`src/dpll_pkg.sv`:
```
// constants and types shared by the digital loop core
package dpll_pkg;
	localparam int                 DIV_W          = 16;
	localparam int                 FTW_W          = 32;
	localparam int                 ERR_W          = 24;
	localparam int                 COEF_W         = 16;
	localparam int                 ACC_W          = 48;
	localparam int                 EST_W          = 24;
	localparam int                 AVG_SHIFT      = 6;
	localparam int                 MISS_W         = 16;
	localparam logic [DIV_W-1:0]   DIV_RESET      = 16'h0000;
	localparam logic [FTW_W-1:0]   FTW_RESET      = 32'h0000_0000;
	localparam logic [EST_W-1:0]   EST_WINDOW     = 24'h01_0000;
	localparam logic [MISS_W-1:0]  MISS_LIMIT     = 16'h1000;
	localparam int                 DAC_W          = 14;

	typedef enum logic [3:0]
	{
		ST_IDLE    = 4'b0001,
		ST_ESTIM   = 4'b0010,
		ST_TRACK   = 4'b0100,
		ST_HOLD    = 4'b1000
	} loop_state_t;
endpackage : dpll_pkg

```
`src/edge_divider.sv`:
```
// programmable integer divider, stored value is ratio minus one, emits one-cycle tick
`timescale 1ns/100ps
module edge_divider
	import dpll_pkg::*;
(
	input  wire logic             sys_clk,
	input  wire logic             nrst,
	input  wire logic             sig_in,
	input  wire logic [DIV_W-1:0] ratio_m1,
	output logic                  tick
);
	logic             sig_d;
	logic             armed;
	logic [DIV_W-1:0] count;

	// no edge until one real sample is held: a pin already high at reset release is not an edge
	always_ff @(posedge sys_clk or negedge nrst)
	begin
		if (!nrst)
		begin
			sig_d <= 1'b0;
			armed <= 1'b0;
		end
		else
		begin
			sig_d <= sig_in;
			armed <= 1'b1;
		end
	end

	// stored zero divides by one
	always_ff @(posedge sys_clk or negedge nrst)
	begin
		if (!nrst)
		begin
			count <= '0;
			tick  <= 1'b0;
		end
		else
		begin
			tick <= 1'b0;
			if (sig_in && !sig_d && armed)
			begin
				if (count >= ratio_m1)
				begin
					count <= '0;
					tick  <= 1'b1;
				end
				else
					count <= count + 1'b1;
			end
		end
	end
endmodule : edge_divider

```
`src/digital_loop_core.sv`:
```
// digital loop core: dividers, phase detector, loop filter, dds, holdover and switchover
`timescale 1ns/100ps
// Functional notes
// RL1: output clock tracks phase and frequency of the active reference.
// RL2: manual and automatic holdover; output continues while system clock runs.
// RL3: holdover freezes tuning at averaged pre-holdover steady-state frequency word.
// RL4: manual and automatic reference switchover when reference suspect or lost; the core switches only on loss, it has no suspect check.
// RL5: configuring party keeps output at most 40% of sample rate, 50% absolute.
// RL6: selected reference divided by programmable R before detector.
// RL7: detector produces phase error words fed into the loop filter.
// RL8: loop filter response set only by programmable numeric coefficients.
// RL9: each loop filter output word drives the dds tuning input.
// RL10: oscillator is a dds with dac output, both on system clock.
// RL11: frequency estimator may be enabled or bypassed.
// RL12: estimator measures detector frequency with loop idle, loads tuning near estimate times S.
// RL13: after estimate the phase loop runs and holds lock.
// RL14: feedback divided by programmable S; locked oscillator runs S times detector rate.
// RL15: select pin input in manual mode, output in auto; low first, high second.
// RL16: holdover pin forces holdover in manual mode, reports it in auto mode.
// RL17: stored R field is ratio minus one.
// RL18: stored S field is ratio minus one.
// RL19: auto holdover when active reference lost without valid alternate; resume on restore.
// RL20: auto switchover changes detector input without resetting loop filter.
module digital_loop_core
(
	input  wire logic                         sys_clk,
	input  wire logic                         nrst,
	input  wire logic                         ref_input_first,
	input  wire logic                         ref_input_second,
	input  wire logic                         feedback_clock_input,
	input  wire logic                         reference_choice_pin_in,
	output logic                              reference_choice_pin_out,
	output logic                              reference_choice_pin_oe,
	input  wire logic                         holdover_pin_in,
	output logic                              holdover_pin_out,
	output logic                              holdover_pin_oe,
	input  wire logic                         auto_switch_mode,
	input  wire logic                         auto_holdover_mode,
	input  wire logic                         estimator_enable,
	input  wire logic [dpll_pkg::DIV_W-1:0]   r_div_m1,
	input  wire logic [dpll_pkg::DIV_W-1:0]   s_div_m1,
	input  wire logic [dpll_pkg::COEF_W-1:0]  coef_prop,
	input  wire logic [dpll_pkg::COEF_W-1:0]  coef_integ,
	input  wire logic [dpll_pkg::FTW_W-1:0]   ftw_nominal,
	output logic [dpll_pkg::FTW_W-1:0]        tuning_word,
	output logic [dpll_pkg::DAC_W-1:0]        dac_code,
	output logic                              in_holdover,
	output logic                              active_second,
	output logic                              first_lost,
	output logic                              second_lost,
	output logic                              phase_locked
);
	import dpll_pkg::*;

	////////////////////////////////////////////////////////////////////////////
	logic                     sel;
	logic                     ref_mux;
	logic                     pfd_tick;
	logic                     fb_tick;
	logic                     tick_a;
	logic                     tick_b;
	logic [MISS_W-1:0]        miss_a;
	logic [MISS_W-1:0]        miss_b;
	logic                     lost_a;
	logic                     lost_b;
	logic                     hold_req;
	loop_state_t              state;
	logic signed [ERR_W-1:0]  phase_cnt;
	logic signed [ERR_W-1:0]  phase_err;
	logic                     err_valid;
	logic signed [ACC_W-1:0]  integ;
	logic signed [ACC_W-1:0]  next_filter;
	logic [FTW_W-1:0]         ftw_avg;
	logic [FTW_W-1:0]         ftw_base;
	logic [FTW_W-1:0]         phase_acc;
	logic [EST_W-1:0]         est_timer;
	logic [EST_W-1:0]         est_edges;
	logic [15:0]              lock_cnt;

	// selected reference; divider state is shared so a swap only changes the source
	assign ref_mux = sel ? ref_input_second : ref_input_first; // [RL20]

	edge_divider u_rdiv
	(
		.sys_clk  (sys_clk),
		.nrst     (nrst),
		.sig_in   (ref_mux),
		.ratio_m1 (r_div_m1),
		.tick     (pfd_tick)
	); // [RL6] [RL17]

	edge_divider u_sdiv
	(
		.sys_clk  (sys_clk),
		.nrst     (nrst),
		.sig_in   (feedback_clock_input),
		.ratio_m1 (s_div_m1),
		.tick     (fb_tick)
	); // [RL14] [RL18]

	edge_divider u_act_a
	(
		.sys_clk  (sys_clk),
		.nrst     (nrst),
		.sig_in   (ref_input_first),
		.ratio_m1 (DIV_RESET),
		.tick     (tick_a)
	);

	edge_divider u_act_b
	(
		.sys_clk  (sys_clk),
		.nrst     (nrst),
		.sig_in   (ref_input_second),
		.ratio_m1 (DIV_RESET),
		.tick     (tick_b)
	);

	////////////////////////////////////////////////////////////////////////////
	// loss monitors: no edge for MISS_LIMIT cycles declares a reference lost
	always_ff @(posedge sys_clk or negedge nrst)
	begin
		if (!nrst)
		begin
			miss_a <= '0;
			miss_b <= '0;
		end
		else
		begin
			miss_a <= tick_a ? '0 : (lost_a ? miss_a : miss_a + 1'b1);
			miss_b <= tick_b ? '0 : (lost_b ? miss_b : miss_b + 1'b1);
		end
	end
	assign lost_a = (miss_a >= MISS_LIMIT);
	assign lost_b = (miss_b >= MISS_LIMIT);

	// reference selection: pin in manual mode, loss-driven in auto mode
	always_ff @(posedge sys_clk or negedge nrst)
	begin
		if (!nrst)
			sel <= 1'b0;
		else if (!auto_switch_mode)
			sel <= reference_choice_pin_in; // [RL15] [RL4]
		else if (!sel && lost_a && !lost_b)
			sel <= 1'b1; // [RL4] [RL20]
		else if (sel && lost_b && !lost_a)
			sel <= 1'b0; // [RL4] [RL20]
	end

	// holdover request: pin in manual mode, loss of all usable references in auto
	assign hold_req = auto_holdover_mode ? (sel ? lost_b : lost_a) && (lost_a || !auto_switch_mode)
		&& (lost_b || !auto_switch_mode) : holdover_pin_in; // [RL16] [RL19]

	////////////////////////////////////////////////////////////////////////////
	// loop sequencing
	always_ff @(posedge sys_clk or negedge nrst)
	begin
		if (!nrst)
			state <= ST_IDLE;
		else
		begin
			unique case (state)
				ST_IDLE:  state <= hold_req ? ST_HOLD : (estimator_enable ? ST_ESTIM : ST_TRACK); // [RL11]
				ST_ESTIM: if (hold_req) state <= ST_HOLD;
				          else if (est_timer == EST_WINDOW) state <= ST_TRACK; // [RL13]
				ST_TRACK: if (hold_req) state <= ST_HOLD; // [RL2]
				ST_HOLD:  if (!hold_req) state <= ST_TRACK; // [RL19]
			endcase
		end
	end

	// estimator: count detector edges over a window with the loop idle
	always_ff @(posedge sys_clk or negedge nrst)
	begin
		if (!nrst)
		begin
			est_timer <= '0;
			est_edges <= '0;
		end
		else if (state == ST_ESTIM)
		begin
			est_timer <= est_timer + 1'b1;
			est_edges <= est_edges + {{(EST_W-1){1'b0}}, pfd_tick}; // [RL12]
		end
		else
		begin
			est_timer <= '0;
			est_edges <= '0;
		end
	end

	////////////////////////////////////////////////////////////////////////////
	// detector: signed count of reference ticks minus feedback ticks, cleared to zero when both tick in one cycle
	always_ff @(posedge sys_clk or negedge nrst)
	begin
		if (!nrst)
		begin
			phase_cnt <= '0;
			phase_err <= '0;
			err_valid <= 1'b0;
		end
		else
		begin
			err_valid <= pfd_tick | fb_tick;
			if (pfd_tick && fb_tick)
			begin
				phase_err <= phase_cnt;
				phase_cnt <= '0;
			end
			else if (pfd_tick)
			begin
				phase_err <= phase_cnt;
				phase_cnt <= phase_cnt + 1'b1;
			end
			else if (fb_tick)
			begin
				phase_err <= phase_cnt;
				phase_cnt <= phase_cnt - 1'b1;
			end
		end
	end // [RL7]

	// proportional plus integral filter from numeric coefficients
	assign next_filter = integ + ACC_W'(phase_err) * $signed({1'b0, coef_prop}); // [RL8]

	always_ff @(posedge sys_clk or negedge nrst)
	begin
		if (!nrst)
			integ <= '0;
		else if (state == ST_TRACK && err_valid)
			integ <= integ + ACC_W'(phase_err) * $signed({1'b0, coef_integ}); // [RL8] [RL20]
	end

	// estimate times S times window scale sets the base word; fixed point kept simple
	always_ff @(posedge sys_clk or negedge nrst)
	begin
		if (!nrst)
			ftw_base <= FTW_RESET;
		else if (state == ST_IDLE)
			ftw_base <= ftw_nominal;
		else if (state == ST_ESTIM && est_timer == EST_WINDOW)
			ftw_base <= FTW_W'((ACC_W'(est_edges) * (ACC_W'(s_div_m1) + 48'h0000_0000_0001))
				<< $clog2(EST_WINDOW)); // [RL12]
	end

	////////////////////////////////////////////////////////////////////////////
	// tuning word: filter output in tracking, running average frozen in holdover
	always_ff @(posedge sys_clk or negedge nrst)
	begin
		if (!nrst)
		begin
			tuning_word <= FTW_RESET;
			ftw_avg     <= FTW_RESET;
		end
		else
		begin
			unique case (state)
				ST_TRACK:
				begin
					tuning_word <= ftw_base + FTW_W'(next_filter >>> COEF_W); // [RL9] [RL1] [RL13]
					ftw_avg     <= ftw_avg - (ftw_avg >> AVG_SHIFT) + (tuning_word >> AVG_SHIFT);
				end
				ST_HOLD:  tuning_word <= ftw_avg; // [RL3] [RL2]
				default:  tuning_word <= ftw_base;
			endcase
		end
	end

	// dds accumulator and dac code on the system clock
	always_ff @(posedge sys_clk or negedge nrst)
	begin
		if (!nrst)
		begin
			phase_acc <= '0;
			dac_code  <= '0;
		end
		else
		begin
			phase_acc <= phase_acc + tuning_word; // [RL10]
			dac_code  <= phase_acc[FTW_W-1 -: DAC_W]; // sawtooth; sine lookup lives in the analog path
		end
	end

	// lock flag: small errors for a while
	always_ff @(posedge sys_clk or negedge nrst)
	begin
		if (!nrst)
			lock_cnt <= '0;
		else if (state != ST_TRACK || phase_err > 24'sd2 || phase_err < -24'sd2)
			lock_cnt <= '0;
		else if (lock_cnt != 16'hFFFF)
			lock_cnt <= lock_cnt + 1'b1;
	end

	////////////////////////////////////////////////////////////////////////////
	// registered status and pin drivers
	always_ff @(posedge sys_clk or negedge nrst)
	begin
		if (!nrst)
		begin
			in_holdover              <= 1'b0;
			active_second            <= 1'b0;
			first_lost               <= 1'b0;
			second_lost              <= 1'b0;
			phase_locked             <= 1'b0;
			reference_choice_pin_out <= 1'b0;
			reference_choice_pin_oe  <= 1'b0;
			holdover_pin_out         <= 1'b0;
			holdover_pin_oe          <= 1'b0;
		end
		else
		begin
			in_holdover              <= (state == ST_HOLD);
			active_second            <= sel;
			first_lost               <= lost_a;
			second_lost              <= lost_b;
			phase_locked             <= (lock_cnt == 16'hFFFF);
			reference_choice_pin_out <= sel; // [RL15]
			reference_choice_pin_oe  <= auto_switch_mode; // [RL15]
			holdover_pin_out         <= (state == ST_HOLD); // [RL16]
			holdover_pin_oe          <= auto_holdover_mode; // [RL16]
		end
	end
endmodule : digital_loop_core

```
`config.mk`:
```
export PLATFORM = sky130hd
export DESIGN_NAME = digital_loop_core
export DESIGN_NICKNAME = d
export VERILOG_FILES = /design/src/dpll_pkg.sv /design/src/edge_divider.sv /design/src/digital_loop_core.sv
export SDC_FILE = /design/constraint.sdc
export NUM_CORES = 2
export LEC_CHECK = 0
export BUFFER_PORTS_ARGS = -buffer_cell sky130_fd_sc_hd__buf_2
export CAP_MARGIN = 20
export CORE_AREA = 2 2 315 317
export CTS_CLUSTER_SIZE = 12
export DETAILED_ROUTE_END_ITERATION = 10
export DIE_AREA = 0 0 317 319
export GPL_ROUTABILITY_DRIVEN = 0
export HOLD_SLACK_MARGIN = 0.03
export PLACE_DENSITY = 0.86
export SETUP_SLACK_MARGIN = 0.05
export SLEW_MARGIN = 20
export SYNTH_ARGS = -nofsm -noshare
export SYNTH_HDL_FRONTEND = slang
export SYNTH_SLANG_ARGS = --single-unit
export TNS_END_PERCENT = 50
```
`constraint.sdc`:
```
create_clock -name sys_clk -period 26 [get_ports sys_clk]
set_clock_uncertainty 0.1 [all_clocks]
set_input_delay 2.6 -clock sys_clk [delete_from_list [all_inputs] [get_ports sys_clk]]
set_output_delay 2.6 -clock sys_clk [all_outputs]
set_load 0.05 [all_outputs]
```
==> run metrics <==
Post-synth top cells=inv_1, fa_1, nand2_1, ha_1, and2_1; worst slew pin tran=1.13 ns; Synth top area share=0.356; pin count of the biggest net entering global routing=146; DPL Wire Length=109000 um; compound-gate portion of the synthesized area=0.0844; CP arrival=12.05 ns; share of cells above drive strength 1=0.0507; Rows=115; FMAX=0.0859 GHz; Max-slew headroom=0.240; count of input and output buffers=160; register area share after synthesis=0.163; Static Leak=31.7 nW; Psw=0.00150 W; first-iteration detailed-routing DRC count=2975; die height=319 um; first-pass GRT wire length=233000 um; WP data required=26.41 ns; final WL=139000 um; CTS tree=yes; Yosys warnings=0; max cap viols=0; Async S/R FF share, synth=1.00; Unique masters post-synth=80; critical path launch point type=input pin; EDFF count, synth=0; switch share=0.452; CP max FO=24; CTS Sinks=380; Mean Syn Cell Area=9.17 sq um; synth-to-layout area growth=5.70%; M2 GR Usage=0.496; status=finished clean; largest family of logic cells by synthesized area=adder cells; fin area=0.0616 sq mm; via count=44000; final setup TNS=0 ns; CTS Hold Bufs=0; CTS clock-pin slew for the worst setup and hold paths=0.06 ns; crit path time final=11.64 ns; Hold Fails Final Rpt=0; buffer count from post-CTS setup fixing=0; full die area=0.101 sq mm; # setup viols final=0; clock buffer depth=3; total track usage=0.286; initial antenna violation count=2; max-slew violations=0; layer with the highest usage=met2; PD cells=53.8 mW/mm^2; FF+latch count, synth=380; 1st-pass router iterations=6; DRC viols=0; Flop pwr share=0.248; logic gate share of total power=0.565; slowest CP cell=a2111oi_0; root buffer cell=clkbuf_16; Starting Density=0.596; met3 usage=0.0364; Synth Area in XOR/XNOR=0.0459; top-count cell post-synth=inv_1; Final Cycle Share=0.448; post-route ant nets=0; TritonCTS buffer count=42; largest cells by area after synthesis=fa_1, dfrtp_1, ha_1; Core ar.=0.0977 sq mm; Power Total=0.00331 W; Post-Synth Simple-Gate Area=0.144; CP Class=in2reg; met1 GRT Util=0.336; IO Count=161; RSZ-0062 raised after global routing=false; peak supply drop=0.0847 mV; Mapped Area=0.0582 sq mm; vias in the first global route=48200; Fill cells=7440; Post-Syn Nets=7924; nature of the critical path endpoint=register; total global routing overflow=0; Pint=0.00181 W; Synth area leader=fa_1; Fin Hold WS=0.280 ns; htree depth=2; Clk pwr share=0.187; Vias per Instance=5.72; Worst Hold Class=reg2reg; Synth Area in Adders=0.449; Worst path max stage delay=0.84 ns; Nets=7940; post-synthesis mux area share=0.00698; routed length per instance=18.1 um; placed cell areas=0.0602 sq mm; worst-skew pair later-pin latency=0.60 ns; Critical Path Most Common Cell=fa_1; die width=317 um; post_cts resized=0; synthesized instance count=6352; ys flop type=dfrtp_1
-- cell type report --
| type | instances | area (sq um) | area share |
|---|---|---|---|
| multi-input cells | 4315 | 42500 | 0.691 |
| flip-flops and latches | 380 | 9510 | 0.154 |
| inverters | 1422 | 5340 | 0.0867 |
| well taps | 1287 | 1610 | 0.0262 |
| clock buffers | 56 | 1180 | 0.0192 |
| repair buffers | 207 | 1180 | 0.0192 |
| clock inverters | 13 | 193 | 0.00313 |
| diodes | 1 | 2.50 | 0.0000407 |
-- metal layers --
metal	share of wire	wire length (um)	vias to the layer above
met2	0.51	70700	1751
li1	-	-	19400
met1	0.36	50300	22200
met3	0.060	8260	626
met4	0.068	9440	0
met5	0	0	-
-- cells in the final DEF (no fill, tap or decap), types with 23 or more instances in the layout --
master	count
and3_1	44
ha_1	429
inv_1	1418
clkbuf_16	43
xor2_1	122
dfrtp_1	379
a22oi_1	32
a21o_1	95
o21bai_1	25
a31oi_1	29
fa_1	1037
o21a_1	36
buf_2	159
nand3_1	72
nor3_1	44
buf_4	45
o21ai_1	72
or3_1	23
xnor2_1	178
o21ai_0	150
and2_1	413
nor2b_1	57
mux2_2	29
nand4_1	42
a21oi_1	207
nand2_1	711
a22o_1	29
nor2_1	226
nand2b_1	32
-- through the flow --
stage	setup WS (ns)	utilization	instances
finish	14.36	0.630	7681
global route	13.72	0.630	7681
CTS	14.41	0.630	7680
detailed placement	13.84	0.616	7611
global placement	14.11	0.616	7611
floorplan	15.01	-	6352
-- flip-flops by register name, indices dropped and copies added, names as in the netlist, 24 cells and up --
register,cells
phase_err,24
ftw_avg,32
integ,48
tuning_word,32
phase_cnt,24
ftw_base,32
est_timer,24
phase_acc,32
-- power by group through the flow --
stage | registers (W) | clock network, W | logic, W
3_3_place_gp | 0.000820 | 0 | 0.00174
5_1_grt | 0.000828 | 0.000648 | 0.00208
4_1_cts | 0.000816 | 0.000625 | 0.00185
3_5_place_dp | 0.000824 | 0 | 0.00183
2_1_floorplan | 0.000884 | 0 | 0.00134
6_report | 0.000820 | 0.000618 | 0.00187
-- logic make-up after synthesis --
family / after synthesis
other: 2
XOR/XNOR: 302
flip-flops: 380
adder cells (fa/ha/maj): 1466
multiplexers: 37
AND/OR/NAND/NOR: 1726
AO/OA/AOI/OAI: 782
buffers and inverters: 1657
-- final timing paths --
path	depth (start not counted)	slack, ns	start	to
worst min register to register	0	0.28	phase_acc[24]	dac_code[6]
worst min-delay path	0	0.28	phase_acc[24]	dac_code[6]
max in group asynchronous	2	22.44	nrst	active_second
min in group asynchronous	1	1.97	nrst	lock_cnt[9]
worst max register to register	33	15.68	phase_err[18]	tuning_word[31]
worst max-delay path	33	14.36	coef_prop[2]	tuning_word[31]
-- critical path, delay by kind of cell --
family / cells / cell delay (ns)
adders and majority gates: 8 / 4.05
AOI/OAI and AO/OA: 9 / 2.43
and+or+nand+nor: 10 / 1.86
buffers and inverters: 4 / 0.54
xor gates and xnor gates: 2 / 0.53
Power figures use the tool's default switching activity.
